### src/hdl/nibble_out_pkg.sv
// Package with constants and types for the nibble fabric output block.
package nibble_out_pkg;
   localparam int SLICES = 6;
   localparam int WORD_W = 8;
   localparam int CFG_W = 16;
   localparam int CFG_A_W = 8;
   localparam logic [1:0] RESET_SYNC = 2'h0;
   localparam logic [WORD_W-1:0] WORD_RESET = 8'h00;
   localparam logic [CFG_W-1:0] CFG_RESET = 16'h0000;
   localparam logic [CFG_A_W-1:0] ADDR_RESET = 8'h00;
   localparam logic [2:0] BIT_COUNT_RESET = 3'h0;
   localparam logic [2:0] BIT_COUNT_LAST = 3'h7;
   // Cycles the tracking logic waits after enable before it reports ready.
   localparam logic [3:0] TRACK_SETTLE = 4'h8;
   localparam logic [3:0] TRACK_COUNT_RESET = 4'h0;

   typedef enum logic [2:0]
   {
      TRACK_IDLE = 3'b001,
      TRACK_SETTLING = 3'b010,
      TRACK_READY = 3'b100
   } track_state_type;
endpackage

### src/hdl/rx_slice_word.sv
// One slice receive path: deserialiser with FIFO or bypass output selection.
`timescale 1ns/1ps
`default_nettype none
module rx_slice_word
   import nibble_out_pkg::*;
(
   // Clock and reset.
   input wire logic clk,
   input wire logic rst_n,
   // Serial input and mode.
   input wire logic serial_in,
   input wire logic use_fifo,
   input wire logic fifo_rd_en,
   // Word output.
   output logic [WORD_W-1:0] word
);
   typedef struct packed
   {
      logic [WORD_W-1:0] shift;
      logic [2:0] count;
      logic [WORD_W-1:0] held;
      logic held_full;
      logic [WORD_W-1:0] word;
   } slice_state_type;

   slice_state_type state;
   slice_state_type next_state;

   // Shift in one bit per cycle; a full word either goes straight out or waits in a
   // one-entry FIFO until the fabric reads it or the next full word overwrites it.
   always_comb
   begin
      next_state = state;
      next_state.shift = {state.shift[WORD_W-2:0], serial_in};
      next_state.count = state.count + 3'h1;
      if (use_fifo && fifo_rd_en && state.held_full)
      begin
         next_state.word = state.held;
         next_state.held_full = 1'b0;
      end
      if (state.count == BIT_COUNT_LAST)
      begin
         if (use_fifo)
         begin
            next_state.held = {state.shift[WORD_W-2:0], serial_in};
            next_state.held_full = 1'b1;
         end
         else
         begin
            next_state.word = {state.shift[WORD_W-2:0], serial_in};
         end
      end
   end

   // State register.
   always_ff @(posedge clk or negedge rst_n)
   begin
      if (!rst_n)
      begin
         state <= '{WORD_RESET, BIT_COUNT_RESET, WORD_RESET, 1'b0, WORD_RESET};
      end
      else
      begin
         state <= next_state;
      end
   end

   assign word = state.word;
endmodule // rx_slice_word
`default_nettype wire

### src/hdl/nibble_fabric_out.sv
// Fabric-facing output side of one I/O nibble: tracking, receive words, config bus, tristate.
//
// Function
// - Tracking ready first rises only while the fabric holds tracking enable high.
// - Once ready has risen it stays high when tracking enable drops.
// - Reasserting tracking enable after a drop lowers ready, then raises it again.
// - Six 8-bit receive words, each built from the same-index slice serial input.
// - Each word comes from the FIFO or the bypass; FIFO words follow reads.
// - Sixteen-bit config bus read data is returned on the control clock.
// - Owner valid is high whenever the fabric owns the config bus.
// - Calibration engine writes win over fabric writes.
// - On collision valid drops and the fabric write presented in the same cycle is retained.
// - After calibration writes end valid rises and the retained write executes.
// - Fabric writes presented while valid is low are discarded.
// - Direct select passes the slice tristate input straight through.
// - Write-enable select drives the inverted serialised write enable on tristate output.
`timescale 1ns/1ps
`default_nettype none
module nibble_fabric_out
   import nibble_out_pkg::*;
(
   // Clock and reset.
   input wire logic MCLK,
   input wire logic RESET_N,
   // Tracking handshake.
   input wire logic TRACKING_ENABLE,
   output logic TRACKING_READY,
   // Receive slices.
   input wire logic [SLICES-1:0] SLICE_SERIAL_INPUT,
   input wire logic [SLICES-1:0] FIFO_MODE_SELECT,
   input wire logic [SLICES-1:0] FIFO_READ_ENABLE,
   output logic [WORD_W-1:0] RX_WORD_0,
   output logic [WORD_W-1:0] RX_WORD_1,
   output logic [WORD_W-1:0] RX_WORD_2,
   output logic [WORD_W-1:0] RX_WORD_3,
   output logic [WORD_W-1:0] RX_WORD_4,
   output logic [WORD_W-1:0] RX_WORD_5,
   // Fabric side of the config bus.
   input wire logic FABRIC_WRITE,
   input wire logic [CFG_A_W-1:0] FABRIC_ADDR,
   input wire logic [CFG_W-1:0] FABRIC_WDATA,
   input wire logic [CFG_W-1:0] CONFIG_BUS_RDATA_IN,
   // Calibration engine side of the config bus.
   input wire logic CAL_WRITE,
   input wire logic [CFG_A_W-1:0] CAL_ADDR,
   input wire logic [CFG_W-1:0] CAL_WDATA,
   // Write port towards the configuration storage.
   output logic CONFIG_WRITE,
   output logic [CFG_A_W-1:0] CONFIG_ADDR,
   output logic [CFG_W-1:0] CONFIG_WDATA,
   output logic [CFG_W-1:0] CONFIG_BUS_READ_WORD,
   output logic CONFIG_BUS_OWNER_VALID,
   // Tristate control.
   input wire logic [SLICES-1:0] TRISTATE_SOURCE_SELECT,
   input wire logic [SLICES-1:0] TRISTATE_IN,
   input wire logic WRITE_ENABLE_IN,
   output logic [SLICES-1:0] TRISTATE_OUT
);
   typedef struct packed
   {
      track_state_type track;
      logic [3:0] settle;
      logic enable_seen;
      logic valid;
      logic pend;
      logic [CFG_A_W-1:0] pend_addr;
      logic [CFG_W-1:0] pend_data;
      logic cfg_write;
      logic [CFG_A_W-1:0] cfg_addr;
      logic [CFG_W-1:0] cfg_data;
      logic [CFG_W-1:0] rdata;
      logic wren_q;
   } top_state_type;

   top_state_type state;
   top_state_type next_state;
   logic [1:0] rst_sync;
   logic rst_n;
   logic [WORD_W-1:0] words [SLICES];

   // Reset release through two flops so every register on rst_n leaves reset on the same edge.
   always_ff @(posedge MCLK or negedge RESET_N)
   begin
      if (!RESET_N)
      begin
         rst_sync <= RESET_SYNC;
      end
      else
      begin
         rst_sync <= {rst_sync[0], 1'b1};
      end
   end
   assign rst_n = rst_sync[1];

   // One deserialiser per slice, each fed by its own serial input.
   genvar gi;
   generate
      for (gi = 0; gi < SLICES; gi++)
      begin : g_slice
         rx_slice_word u_slice
         (
            .clk(MCLK),
            .rst_n(rst_n),
            .serial_in(SLICE_SERIAL_INPUT[gi]),
            .use_fifo(FIFO_MODE_SELECT[gi]),
            .fifo_rd_en(FIFO_READ_ENABLE[gi]),
            .word(words[gi])
         );
      end
   endgenerate

   // Tracking handshake, config bus arbitration and write-enable serialisation.
   always_comb
   begin
      next_state = state;
      next_state.enable_seen = TRACKING_ENABLE;
      case (state.track)
         TRACK_IDLE:
         begin
            next_state.settle = TRACK_COUNT_RESET;
            if (TRACKING_ENABLE)
            begin
               next_state.track = TRACK_SETTLING;
            end
         end
         TRACK_SETTLING:
         begin
            // Settling restarts if the enable falls; ready needs a held enable.
            if (!TRACKING_ENABLE)
            begin
               next_state.track = TRACK_IDLE;
            end
            else if (state.settle == TRACK_SETTLE - 4'h1)
            begin
               next_state.track = TRACK_READY;
            end
            else
            begin
               next_state.settle = state.settle + 4'h1;
            end
         end
         TRACK_READY:
         begin
            // Ready holds through a low enable and drops on its next rise.
            if (TRACKING_ENABLE && !state.enable_seen)
            begin
               next_state.track = TRACK_SETTLING;
               next_state.settle = TRACK_COUNT_RESET;
            end
            else
            begin
               next_state.track = TRACK_READY;
            end
         end
         default:
         begin
            next_state.track = TRACK_IDLE;
         end
      endcase

      // Calibration first, then a retained write, then a granted fabric write; a fabric
      // write seen while valid is low reaches none of the branches and is lost.
      next_state.cfg_write = 1'b0;
      next_state.rdata = CONFIG_BUS_RDATA_IN;
      if (CAL_WRITE)
      begin
         next_state.cfg_write = 1'b1;
         next_state.cfg_addr = CAL_ADDR;
         next_state.cfg_data = CAL_WDATA;
         next_state.valid = 1'b0;
         if (state.valid && FABRIC_WRITE)
         begin
            next_state.pend = 1'b1;
            next_state.pend_addr = FABRIC_ADDR;
            next_state.pend_data = FABRIC_WDATA;
         end
      end
      else if (!state.valid)
      begin
         next_state.valid = 1'b1;
         if (state.pend)
         begin
            next_state.cfg_write = 1'b1;
            next_state.cfg_addr = state.pend_addr;
            next_state.cfg_data = state.pend_data;
            next_state.pend = 1'b0;
         end
      end
      else if (FABRIC_WRITE)
      begin
         next_state.cfg_write = 1'b1;
         next_state.cfg_addr = FABRIC_ADDR;
         next_state.cfg_data = FABRIC_WDATA;
      end
      next_state.wren_q = WRITE_ENABLE_IN;
   end

   // State register.
   always_ff @(posedge MCLK or negedge rst_n)
   begin
      if (!rst_n)
      begin
         state <= '{TRACK_IDLE, TRACK_COUNT_RESET, 1'b0, 1'b1, 1'b0, ADDR_RESET, CFG_RESET,
            1'b0, ADDR_RESET, CFG_RESET, CFG_RESET, 1'b0};
      end
      else
      begin
         state <= next_state;
      end
   end

   // Per-slice tristate source; the write enable path is registered to align with TX data.
   always_comb
   begin
      for (int i = 0; i < SLICES; i++)
      begin
         TRISTATE_OUT[i] = TRISTATE_SOURCE_SELECT[i] ? !state.wren_q : TRISTATE_IN[i];
      end
   end

   assign TRACKING_READY = (state.track == TRACK_READY);
   assign CONFIG_BUS_OWNER_VALID = state.valid;
   assign CONFIG_BUS_READ_WORD = state.rdata;
   assign CONFIG_WRITE = state.cfg_write;
   assign CONFIG_ADDR = state.cfg_addr;
   assign CONFIG_WDATA = state.cfg_data;
   assign RX_WORD_0 = words[0];
   assign RX_WORD_1 = words[1];
   assign RX_WORD_2 = words[2];
   assign RX_WORD_3 = words[3];
   assign RX_WORD_4 = words[4];
   assign RX_WORD_5 = words[5];
endmodule // nibble_fabric_out
`default_nettype wire

### config.mk
export PLATFORM = sky130hd
export DESIGN_NAME = nibble_fabric_out
export DESIGN_NICKNAME = d
export VERILOG_FILES = /design/src/hdl/nibble_out_pkg.sv /design/src/hdl/rx_slice_word.sv /design/src/hdl/nibble_fabric_out.sv
export SDC_FILE = /design/constraint.sdc
export NUM_CORES = 1
export LEC_CHECK = 0
export BUFFER_PORTS_ARGS = -buffer_cell sky130_fd_sc_hd__buf_2
export CORE_MARGIN = 3
export CORE_UTILIZATION = 23
export CTS_CLUSTER_DIAMETER = 60
export DETAILED_ROUTE_END_ITERATION = 16
export GPL_ROUTABILITY_DRIVEN = 0
export PLACE_DENSITY = 0.36
export SYNTH_ARGS = -nofsm -noshare
export SYNTH_HDL_FRONTEND = slang
export SYNTH_HIERARCHICAL = 1
export SYNTH_SLANG_ARGS = --single-unit
### constraint.sdc
create_clock -name MCLK -period 9.7 [get_ports MCLK]
set_clock_uncertainty 0.2 [all_clocks]
set_input_delay 1.455 -clock MCLK [delete_from_list [all_inputs] [get_ports MCLK]]
set_output_delay 1.455 -clock MCLK [all_outputs]
set_load 0.02 [all_outputs]
=== Word level (Yosys, flattened, before mapping) ===
Cells that the tools add are included.

* Output and inout bits: 97
* Logic and storage cells: 143
* Bits of input ports: 100
* Flip-flop bits (word level): 240

* Add/sub/neg operators: 7
* Equality and inequality tests: 18
* Reductions and logical operators: 29
* Muxes and demuxes: 46

{| class="wikitable"
|+ Operator list
! cell !! count
|-
| 25-bit two-way mux || 5
|-
| 9-bit two-way mux || 12
|-
| 8-bit two-way mux || 6
|-
| 3-bit equality test (second input constant) || 7
|-
| 2-bit AND reduction || 10
|-
| 3-bit by 1-bit adder with 3-bit output (second input constant) || 6
|-
| 1-bit logical AND || 14
|-
| 1-bit two-way mux || 13
|-
| 3-bit two-way mux || 4
|-
| 4-bit two-way mux || 3
|-
| 4-bit one-hot mux with 3 select lines || 1
|-
| 3-bit one-hot mux with 3 select lines || 1
|-
| 2-bit != test (second input constant) || 4
|-
| 3-bit != test (second input constant) || 2
|-
| 3-bit nonzero test || 2
|-
| 4-bit by 1-bit adder with 4-bit output (second input constant) || 1
|-
| 4-bit by 3-bit equality test with 1-bit output (second input constant) || 1
|-
| 2-bit by 1-bit != test with 1-bit output (second input constant) || 2
|-
| 4-bit AND reduction || 1
|-
| 3-bit by 1-bit equality test with 1-bit output (second input constant) || 1
|-
| 3-bit by 2-bit equality test with 1-bit output (second input constant) || 1
|-
| 1-bit zero test || 2
|-
| 2-bit two-way mux || 1
|}

=== Depth between registers and ports, before layout ===
Gate-level depths: netlist of the first run.

* Depth in word-level cells: 5
* Gate-level depth with buffers: 7
* Mapped depth without buffers: 5

=== Cells and area by module ===
The synthesis of the first run kept the hierarchy.

{| class="wikitable"
|+ By module, submodules not included
! module !! sequential area each (µm²) !! cells an instance !! times used !! area an instance (µm²)
|-
| rx_slice_word || 675.6 || 88 || 6 || 1086.0
|-
| nibble_fabric_out || 1954.4 || 285 || 1 || 3484.6
|}

=== Worst setup path before layout of the first run ===
Ideal clock, no wire load.

* Path type: input to output
* From: in TRISTATE_SOURCE_SELECT[0]
* To: out TRISTATE_OUT[0]
* Cell stages on the path: 1
* Path buffers: 0
* Data required time: 8045 ps
* Arrival: 1860 ps
* Setup slack: 6185 ps
* Cell sequence: mux2i_1

* Cells in the longest elaborated chain, start to end: 1

{| class="wikitable"
|+ Ends and longest elaborated chain
! item !! RTL line !! text
|-
| start, declared || nibble_fabric_out.sv:54 || <nowiki>input wire logic [SLICES-1:0] TRISTATE_SOURCE_SELECT,</nowiki>
|-
| 1-bit two-way mux || nibble_fabric_out.sv:217 || <nowiki>TRISTATE_OUT[i] = TRISTATE_SOURCE_SELECT[i] ? !state.wren_q : TRISTATE_IN[i];</nowiki>
|-
| end, declared || nibble_fabric_out.sv:57 || <nowiki>output logic [SLICES-1:0] TRISTATE_OUT</nowiki>
|}

Every way passes these cells.

=== Worst setup path in the final report of the first run ===
* From: in TRISTATE_SOURCE_SELECT[1]
* To: out TRISTATE_OUT[1]

The elaborated chain is that of the path after synthesis.

==> results by group, run 1 <==
Placed design
  • Port bufs: 196
  • DPL Wire Length: 15200 µm

STA
  • Final hold slack: 150 ps
  • Final setup viols: 0
  • Max-slew violations: 0
  • Worst Max-Slew Pin Slew: 880 ps
  • Setup TNS: 0 ps
  • Min Tclk post-route: 3550 ps
  • Relative slew slack: 0.413
  • Endpoints failing hold: 0
  • RSZ-0062 raised after global routing: false
  • Period Utilization, post-route: 0.366
  • Fmax: 0.281 GHz

Setup path
  • CP cell instances: buf_2, mux2i_1, buf_2
  • Most used cell, CP: buf_2
  • Slowest cell on crit path: buf_2
  • Crit path largest cell delay: 190 ps
  • Worst EP required: 8050 ps
  • Reg-to-Reg Start: rst_sync[1]$_DFF_PN0_
  • CP endpoint kind: output port
  • Arrival @ worst endpoint: 1900 ps
  • Crit Path Max Fanout: 1
  • Crit Path Class: in -> out
  • Crit path launch: TRISTATE_SOURCE_SELECT[1]
  • Startpoint types: primary input

Clocking
  • H-tree levels: 2
  • CTS buffer count: 35
  • # clock sinks: 240
  • CTS clk-pin slew, worst paths: 50 ps
  • Worst-skew pair later-pin latency: 530 ps
  • Post-CTS setup buffers: 0
  • Post-CTS sizing: 0
  • # hold bufs at CTS: 0
  • CTS tree: yes
  • Clock Tree Root: clkbuf_16
  • CTS Buffer Depth: 3

Floorplan
  • Die area: 46000 µm²
  • DIE HEIGHT: 215 µm
  • Initial Utilization: 0.236
  • Io pins: 197
  • Die Wd: 215 µm
  • FP Rows: 75
  • Core area: 42400 µm²

Synthesis
  • Syn Area/Cell: 12.3 µm²
  • Fraction of registers with async set/reset: 1.00
  • Syn_nets: 926
  • Yosys reg bits: 240
  • Ys flop type: dfrtp_1
  • Synth warn: 6
  • Synthesized area: 10000 µm²
  • Library cells used by synthesis: 40
  • Sequential-to-total area share from yosys stat: 0.601
  • EDFF count, synth: 0
  • Synthesized instance count: 813

Detailed routing
  • DRC viols: 0
  • DRT antenna net count: 0
  • Vias after detailed routing: 6290
  • Vias per cell: 4.10
  • WL/cell: 15.0 µm
  • 1st-iter DRT viols: 259
  • DR pass1 iterations: 4
  • Final wirelength: 22900 µm

Finish
  • Layout Nets: 1044
  • Area Overhead vs Synth: 19.4%
  • Number of fill cells: 4463
  • Fraction of layout cells with a size suffix above 1: 0.384

Global routing
  • Gr ovfl total: 0
  • Initial antenna violation count: 1
  • Largest net degree at the start of global routing: 67
  • GRT Util Overall: 0.102
  • Vias in the first global route: 6618
  • First-pass GRT wire length: 37600 µm

Power
  • Pwr dens: 229 nW/µm²
  • Pleak: 0.00549 µW
  • Worst VDD drop: 106 µV

Run
  • Max Cap Viol: 0

Run status
  • Outcome: finished clean

Hold path
  • Hold Path Class: reg -> async
==> synth_stat cells, types with 9 or more instances <==
library cell    n  area (µm²)
buf_4          95         713
o2bb2ai_1      24         210
inv_1          15        56.3
a31oi_1        41         257
a221oi_1       23         201
a31oi_2        12         150
dfrtp_1       238        5960
nand3_1         9        45.0
mux2_2         72         811
ha_1           13         163
nor2_1         60         225
nor2_2         12        75.1
nand2_1       117         439
==> area by class of cell <==
class | count | area (µm²) | area share
clock inverters | 15 | 184 | 0.0154
diodes | 1 | 2.50 | 0.000209
well taps | 577 | 722 | 0.0604
clock buffers | 46 | 977 | 0.0818
repair buffers | 202 | 1030 | 0.0859
flip-flops and latches | 240 | 6010 | 0.503
multi-input cells | 436 | 2960 | 0.248
inverters | 16 | 60.1 | 0.00503
==> placed cells by master (no fill, tap or decap), drive strengths merged, types with 22 or more instances in the layout <==
cell,instances
clkbuf,46
nand2,124
mux2,72
nor2,72
o2bb2ai,24
a31oi,53
inv,22
buf,202
a221oi,23
dfrtp,238
==> path summary, 6_finish.rpt <==
check,endpoint,slack [ps],cells past startpoint
max,TRISTATE_OUT[1],6150,3
min,g_slice[3].u_slice/word[0]$_DFF_PN0_,150,0
max reg2reg,state[58]$_DFFE_PN0P_,6990,2
min reg2reg,g_slice[3].u_slice/word[0]$_DFF_PN0_,150,0
max in group asynchronous,state[58]$_DFFE_PN0P_,6990,2
min in group MCLK,rst_sync[1]$_DFF_PN0_,150,0
==> registers in the layout, summed over array words and instances (netlist names) <==
signal / flops
g_slice.u_slice/word: 48
CONFIG_WRITE: 1
g_slice.u_slice/next_state: 42
CONFIG_BUS_READ_WORD: 16
g_slice.u_slice/state: 72
state: 34
rst_sync: 2
CONFIG_ADDR: 8
CONFIG_BUS_OWNER_VALID: 1
CONFIG_WDATA: 16
==> per-layer routing <==
layer  part of all wire  vias up  GRT usage
met5            0.00057        -          0
met4              0.029        2     0.0430
met3              0.051       43     0.0256
met2               0.46      158      0.159
met1               0.46     3113      0.134
li1                   -     2974          -
==> worst max-delay path: cells and delay by family <==
family / cells / cell delay, ps
muxes: 1 / 170
buffers and inverters: 2 / 280
==> report_power, final <==
part           switching, µW  total (µW)  internal (µW)
Clock                    473        1270            795
Sequential              63.1        1170           1110
Combinational            179         303            124
==> stage by stage <==
step / util / area (µm²) / cells / total power [µW] / setup WS [ps]
floorplan: - / 10000 / 813 / 1430 / 2320
global placement: 0.254 / 10800 / 1471 / 1500 / 6090
detailed placement: 0.254 / 10800 / 1471 / 1500 / 6010
CTS: 0.282 / 11900 / 1532 / 2810 / 6150
global route: 0.282 / 11900 / 1532 / 2890 / 6090
finish: 0.282 / 11900 / 1533 / 2740 / 6150
==> kinds of logic after synthesis <==
| family | Yosys count | share of synthesized area |
|---|---|---|
| AO/OA/AOI/OAI | 109 | 0.0877 |
| XOR/XNOR | 1 | 0.000876 |
| adder cells (fa/ha/maj) | 13 | 0.0163 |
| buffers and inverters | 137 | 0.103 |
| flip-flops | 240 | 0.601 |
| multiplexers | 78 | 0.0871 |
| other | 1 | 0.000375 |
| AND/OR/NAND/NOR | 234 | 0.104 |
No activity file was read; power rests on OpenSTA's default activity.
==> inputs of run 2 (changes only) <==
--- a/config.mk
+++ b/config.mk
@@ -5,6 +5,7 @@
 export SDC_FILE = /design/constraint.sdc
 export NUM_CORES = 1
 export LEC_CHECK = 0
+export ABC_AREA = 1
 export BUFFER_PORTS_ARGS = -buffer_cell sky130_fd_sc_hd__buf_2
 export CORE_MARGIN = 3
 export CORE_UTILIZATION = 23
==> constraint.sdc (replaced) <==
create_clock -name MCLK -period 3.4 [get_ports MCLK]
set_clock_uncertainty 0.2 [all_clocks]
set_input_delay 0.51 -clock MCLK [delete_from_list [all_inputs] [get_ports MCLK]]
set_output_delay 0.51 -clock MCLK [all_outputs]
set_load 0.02 [all_outputs]
==> run 2 against run 1 <==
Worst hold slack worse by 99 ps. Global-route usage is 0.24 points higher. Sequential share of layout area is 5.5 points lower. First-iteration DRC count is 46% higher. Clock power grew to 2.9 times the previous value. Final cell count is 27% higher. Sequential cell count stayed put. Clock-buffer cell count is 2 higher. Critical path depth is 1 higher. Die area is 9.9% higher. Sequential power grew to 2.8 times the previous value. Largest cell class unchanged. Largest power group unchanged.
==> results by group, run 2 <==
Finish
  • Area Overhead vs Synth: 21.8% (was 19.4%)
  • Most frequent cells in the layout: nand2_1 (269), dfrtp_1 (237), buf_2 (196) (was dfrtp_1 (237), buf_2 (196), nand2_1 (117))
  • Final Non-Filler Cells: 1948 (was 1533)
  • Number of flip-flops in the largest register: 72 (unchanged)
  • Fraction of layout cells with a size suffix above 1: 0.271 (was 0.384)
  • Top reg by flops: g_slice.u_slice/state (unchanged)
  • Antenna Cells: 0 (was 1)
  • Layout Nets: 1428 (was 1044)
  • Commonest non-fill, non-tap cell in the layout: nand2_1 (was dfrtp_1)
  • Util after Layout: 0.286 (was 0.282)

STA
  • Min Tclk post-route: 2110 ps
  • Final hold slack: 51.5 ps (was 150 ps)
  • Setup TNS: 0 ps (unchanged)
  • Relative slew slack: 0.339 (was 0.413)
  • Max-slew violations: 0 (unchanged)
  • Final setup viols: 0 (unchanged)
  • Period Utilization, post-route: 0.620
  • Endpoints failing hold: 0 (unchanged)
  • Fmax: 0.475 GHz
  • Worst Max-Slew Pin Slew: 991 ps (was 880 ps)
  • RSZ-0062 raised after global routing: false (unchanged)

Power
  • Reg power frac: 0.412 (was 0.427)
  • Sw frac: 0.278 (was 0.261)
  • Sw Pwr: 2240 µW (was 715 µW)
  • Comb power frac: 0.129 (was 0.111)
  • Pwr dens: 602 nW/µm² (was 229 nW/µm²)
  • Pint: 5830 µW (was 2030 µW)
  • Clock share of power: 0.459 (was 0.463)
  • Worst VDD drop: 310 µV (was 106 µV)
  • Pleak: 0.00681 µW (was 0.00549 µW)

Global routing
  • Met3 Usage GRT: 0.0275 (was 0.0256)
  • GRT Util Overall: 0.104 (was 0.102)
  • Vias in the first global route: 8063 (was 6618)
  • Initial antenna violation count: 2 (was 1)
  • Largest net degree at the start of global routing: 88 (was 67)
  • Gr ovfl total: 0 (unchanged)
  • First-pass GRT wire length: 43000 µm (was 37600 µm)
  • Met2 Use GR: 0.164 (was 0.159)
  • Busiest grt layer: met2 (unchanged)
  • Global Route met1 Usage: 0.138 (was 0.134)

Setup path
  • Worst flop-to-flop path endpoint: CONFIG_WDATA[11]$_DFFE_PN0P_ (was state[58]$_DFFE_PN0P_)
  • CP endpoint kind: output port (unchanged)
  • Startpoint types: flop (was primary input)
  • Arrival @ worst endpoint: 1400 ps (was 1900 ps)
  • Worst EP required: 2690 ps (was 8050 ps)
  • Crit Path Class: reg -> out (was in -> out)
  • Reg-to-Reg Start: state[66]$_DFFE_PN0P_ (was rst_sync[1]$_DFF_PN0_)
  • Worst reg2reg path depth: 5 (was 2)
  • Crit Path Max Fanout: 3 (was 1)
  • Reg-to-reg slack, setup: 1310 ps (was 6990 ps)

Floorplan
  • Die Wd: 225 µm (was 215 µm)
  • Io pins: 197 (unchanged)
  • Core area: 47000 µm² (was 42400 µm²)
  • Die area: 50600 µm² (was 46000 µm²)
  • FP Rows: 79 (was 75)
  • Initial Utilization: 0.235 (was 0.236)
  • DIE HEIGHT: 225 µm (was 215 µm)

Clocking
  • CTS clk-pin slew, worst paths: 50 ps (about the same)
  • Post-CTS sizing: 0 (unchanged)
  • H-tree levels: 2 (unchanged)
  • Worst-skew pair later-pin latency: 520 ps (was 530 ps)
  • Clock Tree Root: clkbuf_16 (unchanged)
  • CTS Buffer Depth: 3 (unchanged)
  • CTS tree: yes (unchanged)
  • CTS buffer count: 36 (was 35)
  • Post-CTS setup buffers: 0 (unchanged)
  • # hold bufs at CTS: 49 (was 0)
  • # clock sinks: 240 (unchanged)

Synthesis
  • Sequential-to-total area share from yosys stat: 0.545 (was 0.601)
  • EDFF count, synth: 0 (unchanged)
  • Synthesized area: 11000 µm² (was 10000 µm²)
  • Syn Area/Cell: 9.51 µm² (was 12.3 µm²)
  • Synth warn: 6 (unchanged)
  • Count leader, synth: nand2_1 (was dfrtp_1)
  • Synth cell count leaders: nand2_1 (269), dfrtp_1 (238), inv_1 (138) (was dfrtp_1 (238), nand2_1 (117), buf_4 (95))
  • Ys flop type: dfrtp_1 (unchanged)
  • Synth area leader: dfrtp_1 (unchanged)
  • Fraction of registers with async set/reset: 1.00 (unchanged)
  • Syn_nets: 1271 (was 926)
  • Top cells by area, synth: dfrtp_1 (54%), nand2_1 (9.2%), buf_4 (6.1%) (was dfrtp_1 (60%), mux2_2 (8.1%), buf_4 (7.1%))
  • Library cells used by synthesis: 31 (was 40)
  • Synthesized instance count: 1158 (was 813)
  • Yosys top cell area share: 0.541 (was 0.596)
  • Yosys reg bits: 240 (unchanged)

Detailed routing
  • Vias after detailed routing: 7830 (was 6290)
  • Vias per cell: 4.02 (was 4.10)
  • DRC viols: 0 (unchanged)
  • WL/cell: 13.3 µm (was 15.0 µm)
  • DR pass1 iterations: 5 (was 4)
  • DRT antenna net count: 0 (unchanged)
  • Final wirelength: 25900 µm (was 22900 µm)
  • 1st-iter DRT viols: 378 (was 259)

Hold path
  • Hold depth: 3
  • Worst Hold Launch: FABRIC_WDATA[4]
  • Hold Path Class: in -> reg (was reg -> async)
  • Worst Hold Endpoint: state[46]$_DFFE_PN0P_

Run status
  • Outcome: finished clean (unchanged)

Placed design
  • Port bufs: 196 (unchanged)
  • DPL Wire Length: 17200 µm (was 15200 µm)
  • # placed instances: 1835 (was 1471)

Run
  • Max Cap Viol: 0 (unchanged)
## run 2: cells by family (layout without fill, tap and decap cells)
| group | count (synthesis) | after routing | share of synthesized area |
|---|---|---|---|
| AO/OA/AOI/OAI | 107 | 107 | 0.0672 |
| adder cells (fa/ha/maj) | 13 | 13 | 0.0148 |
| AND/OR/NAND/NOR | 519 | 519 | 0.221 |
| buffers and inverters | 278 | 461 | 0.151 |
| flip-flops | 240 | 240 | 0.545 |
| other | 1 | 1 | 0.000340 |
## run 2: cell type report
| type | count | area [µm²] |
|---|---|---|
| clock buffers | 48 | 1040 |
| clock inverters | 16 | 164 |
| fillers | 4992 | 33500 |
| inverters | 147 | 567 |
| multi-input cells | 640 | 3340 |
| flip-flops and latches | 240 | 6010 |
| well taps | 607 | 759 |
| repair buffers | 250 | 1530 |
## run 2: worst max path at each step
stage                          start                      endpoint  slack (ps)  cells after the start
2_1_floorplan  rst_sync[1]$_DFF_PN0_    CONFIG_ADDR[0]$_DFFE_PN0P_         780                      0
3_3_place_gp               CAL_WRITE         state[66]$_DFFE_PN0P_        1170                      3
3_5_place_dp               CAL_WRITE         state[58]$_DFFE_PN0P_        1140                      4
4_1_cts        state[73]$_DFFE_PN1P_                TRACKING_READY        1230                      4
5_1_grt        state[66]$_DFFE_PN0P_  CONFIG_WDATA[10]$_DFFE_PN0P_        1110                      5
6_report       state[73]$_DFFE_PN1P_                TRACKING_READY        1290                      4
## run 2: critical path, stage by stage (launching register included)
cell     delay [ps]
dfstp_2         540
nor2_1           40
nand2_1          80
inv_1            50
buf_2           160
## run 2: metal layers
| layer | part of all wire | wire length (µm) | vias to the layer above |
|---|---|---|---|
| met4 | 0.024 | 626 | 0 |
| met5 | 0 | 0 | - |
| li1 | - | - | 3921 |
| met3 | 0.062 | 1610 | 44 |
| met1 | 0.47 | 12100 | 3667 |
| met2 | 0.45 | 11500 | 198 |
## run 2: power groups by stage
stage          sequential, µW  combinational, µW  clock, µW
2_1_floorplan            3340                881          0
3_3_place_gp             3370               1030          0
3_5_place_dp             3380               1030          0
4_1_cts                  3330               1070       3900
5_1_grt                  3360               1180       3990
6_report                 3320               1040       3700
## run 2: per-stage QoR
stage	power (µW)	area [µm²]	setup WS, ps
2_1_floorplan	4220	11000	782
3_3_place_gp	4400	11700	1170
3_5_place_dp	4400	11700	1140
4_1_cts	8300	13400	1230
5_1_grt	8540	13400	1110
6_report	8070	13400	1290
==> inputs of run 3 (changes only) <==
==> constraint.sdc (replaced) <==
create_clock -name MCLK -period 2.1 [get_ports MCLK]
set_clock_uncertainty 0.2 [all_clocks]
set_input_delay 0.315 -clock MCLK [delete_from_list [all_inputs] [get_ports MCLK]]
set_output_delay 0.315 -clock MCLK [all_outputs]
set_load 0.02 [all_outputs]
==> run 3 against run 2 <==
Clock-buffer cell count increased by 1. Routed wire length increased by 3.0%. Sequential share of layout area shrank 1.2 points. Final cell count grew 2.4%. Critical path depth stayed put. Sequential power is 61% higher. Global-route usage grew 0.37 points. Clock power up 48%. Critical endpoint unchanged. Largest power group unchanged. Highest routed layer unchanged.
==> results by group, run 3 (synthesis results as in run 2) <==
Power
  • Worst VDD drop: 389 µV (was 310 µV)
  • Pwr dens: 917 nW/µm² (was 602 nW/µm²)
  • Pleak: 0.00698 µW (was 0.00681 µW)

Setup path
  • Crit Path Class: reg -> out (unchanged)
  • Top delay family on crit path: flip-flops (unchanged)
  • Crit path depth: 4 (unchanged)
  • Slowest cell on crit path: dfstp_2 (unchanged)
  • CP endpoint kind: output port (unchanged)
  • Reg-to-Reg Start: g_slice[2].u_slice/state[17]$_DFF_PN0_ (was state[66]$_DFFE_PN0P_)
  • Reg-to-reg slack, setup: 390 ps (was 1310 ps)
  • Arrival @ worst endpoint: 1380 ps (was 1400 ps)
  • Worst reg2reg path depth: 7 (was 5)
  • Startpoint types: flop (unchanged)
  • Crit Path Max Fanout: 3 (unchanged)
  • Crit path largest cell delay: 530 ps (was 540 ps)
  • CP cell instances: nor2_1, nand2_1, inv_1, buf_2 (unchanged)
  • Worst EP required: 1580 ps (was 2690 ps)
  • WP buf/inv: 2 (unchanged)
  • Worst flop-to-flop path endpoint: g_slice[2].u_slice/word[2]$_DFF_PN0_ (was CONFIG_WDATA[11]$_DFFE_PN0P_)

STA
  • Min Tclk post-route: 1890 ps
  • Endpoints failing hold: 0 (unchanged)
  • Final hold slack: 131 ps (was 51.5 ps)
  • Worst Max-Slew Pin Slew: 529 ps (was 991 ps)
  • Max-slew violations: 0 (unchanged)
  • Final setup viols: 0 (unchanged)
  • RSZ-0062 raised after global routing: false (unchanged)
  • Fmax: 0.528 GHz
  • PnR worst setup slack: 205 ps (was 1290 ps)
  • Period Utilization, post-route: 0.902
  • Relative slew slack: 0.647 (was 0.339)

Placed design
  • Worst slack, placed: 359 ps (was 1140 ps)
  • # placed instances: 1848 (was 1835)
  • DPL Wire Length: 17800 µm (was 17200 µm)
  • Placed inst area: 11800 µm² (was 11700 µm²)
  • Port bufs: 196 (unchanged)

Detailed routing
  • Vias after detailed routing: 7931 (was 7830)
  • 1st-iter DRT viols: 455 (was 378)
  • WL/cell: 13.4 µm (was 13.3 µm)
  • DRT antenna net count: 0 (unchanged)
  • Vias per cell: 3.98 (was 4.02)
  • Final wirelength: 26700 µm (was 25900 µm)
  • DRC viols: 0 (unchanged)
  • DR pass1 iterations: 4 (was 5)

Clocking
  • CTS Buffer Depth: 3 (unchanged)
  • Worst-skew pair later-pin latency: 510 ps (was 520 ps)
  • H-tree levels: 2 (unchanged)
  • Clock Tree Root: clkbuf_16 (unchanged)
  • CTS clk-pin slew, worst paths: 50 ps (about the same)
  • CTS buffer count: 36 (unchanged)
  • CTS tree: yes (unchanged)
  • Post-CTS sizing: 0 (unchanged)
  • # clock sinks: 240 (unchanged)

Hold path
  • Worst Hold Endpoint: CONFIG_BUS_OWNER_VALID$_DFF_PN1_ (was state[46]$_DFFE_PN0P_)
  • Worst Hold Launch: CAL_WRITE (was FABRIC_WDATA[4])
  • Hold Path Class: in -> reg (unchanged)
  • Hold depth: 3 (unchanged)

Finish
  • Number of fill cells: 4935 (was 4992)
  • Most frequent cells in the layout: nand2_1 (269), dfrtp_1 (237), buf_2 (196) (unchanged)
  • Number of flip-flops in the largest register: 72 (unchanged)
  • Register area: 6010 µm² (unchanged)
  • Top reg by flops: g_slice.u_slice/state (unchanged)
  • Multi-input combinational cell area: 3340 µm² (unchanged)
  • Layout Nets: 1480 (was 1428)
  • Area Overhead vs Synth: 25.0% (was 21.8%)
  • Commonest non-fill, non-tap cell in the layout: nand2_1 (unchanged)
  • Final Non-Filler Cells: 1994 (was 1948)
  • Fraction of layout cells with a size suffix above 1: 0.264 (was 0.271)
  • Final instance area: 13800 µm² (was 13400 µm²)

Global routing
  • First-pass GRT wire length: 44100 µm (was 43000 µm)
  • Largest net degree at the start of global routing: 90 (was 88)
  • Gr ovfl total: 0 (unchanged)
  • Initial antenna violation count: 2 (unchanged)
  • GRT Util Overall: 0.108 (was 0.104)
  • Vias in the first global route: 8245 (was 8063)

Floorplan
  • DIE HEIGHT: 225 µm (unchanged)
  • Core area: 47000 µm² (unchanged)
  • Die area: 50600 µm² (unchanged)
  • Io pins: 197 (unchanged)
  • Die Wd: 225 µm (unchanged)
  • FP Rows: 79 (unchanged)
  • Initial Utilization: 0.235 (unchanged)

Run
  • Max Cap Viol: 0 (unchanged)

Run status
  • Outcome: finished clean (unchanged)
-- run 3: cell count changes in the layout (fill, tap and decap cells not counted), sizes merged, moves of 2 or more --
cell	delta
buf	+13
bufinv	-2
clkinvlp	-5
diode	+2
dlygate4sd3	+39
inv	-3
-- run 3: metrics by stage --
stage          TNS [ps]  total power, µW  utilization
2_1_floorplan   -122210             6830            -
3_3_place_gp          0             7150        0.252
3_5_place_dp          0             7150        0.252
4_1_cts               0            13000        0.293
5_1_grt               0            13400        0.293
6_report              0            12600        0.293
-- run 3: how the worst max path moves through the flow --
stage,from,end
2_1_floorplan,rst_sync[1]$_DFF_PN0_,CONFIG_ADDR[0]$_DFFE_PN0P_
3_3_place_gp,g_slice[2].u_slice/state[17]$_DFF_PN0_,g_slice[2].u_slice/word[7]$_DFF_PN0_
3_5_place_dp,g_slice[2].u_slice/state[17]$_DFF_PN0_,g_slice[2].u_slice/word[2]$_DFF_PN0_
4_1_cts,state[73]$_DFFE_PN1P_,TRACKING_READY
5_1_grt,state[73]$_DFFE_PN1P_,TRACKING_READY
6_report,state[73]$_DFFE_PN1P_,TRACKING_READY
-- run 3: tightest hold or removal path, delay by kind of cell --
kind                   cells  cell delay [ps]
buffers and inverters      3              450
-- run 3: repair_timing --
| action | 4_1_cts | 5_1_grt |
|---|---|---|
| hold buffers | 88 | 0 |
| setup buffers | 0 | 0 |
| endpoints found under the hold margin | 116 | 0 |
| endpoints found under the setup margin | 0 | 0 |
-- run 3: layout make-up --
cell class	count	share of cell area
Tap cell	607	0.0551
Multi-Input combinational cell	640	0.243
Sequential cell	240	0.437
Timing Repair Buffer	302	0.147
Antenna cell	2	0.000363
Inverter	147	0.0412
Clock inverter	7	0.00327
Clock buffer	49	0.0741
-- run 3: layer usage --
layer | wire [µm] | GRT usage | up-vias
li1 | - | - | 4013
met1 | 12200 | 0.138 | 3677
met2 | 12000 | 0.173 | 203
met3 | 1860 | 0.0308 | 38
met4 | 647 | 0.0416 | 0
met5 | 0 | 0 | -
-- run 3: power by group --
group	switching [µW]	internal, µW
registers	262	5080
clock network	2100	3370
logic	1130	683
total	3490	9130
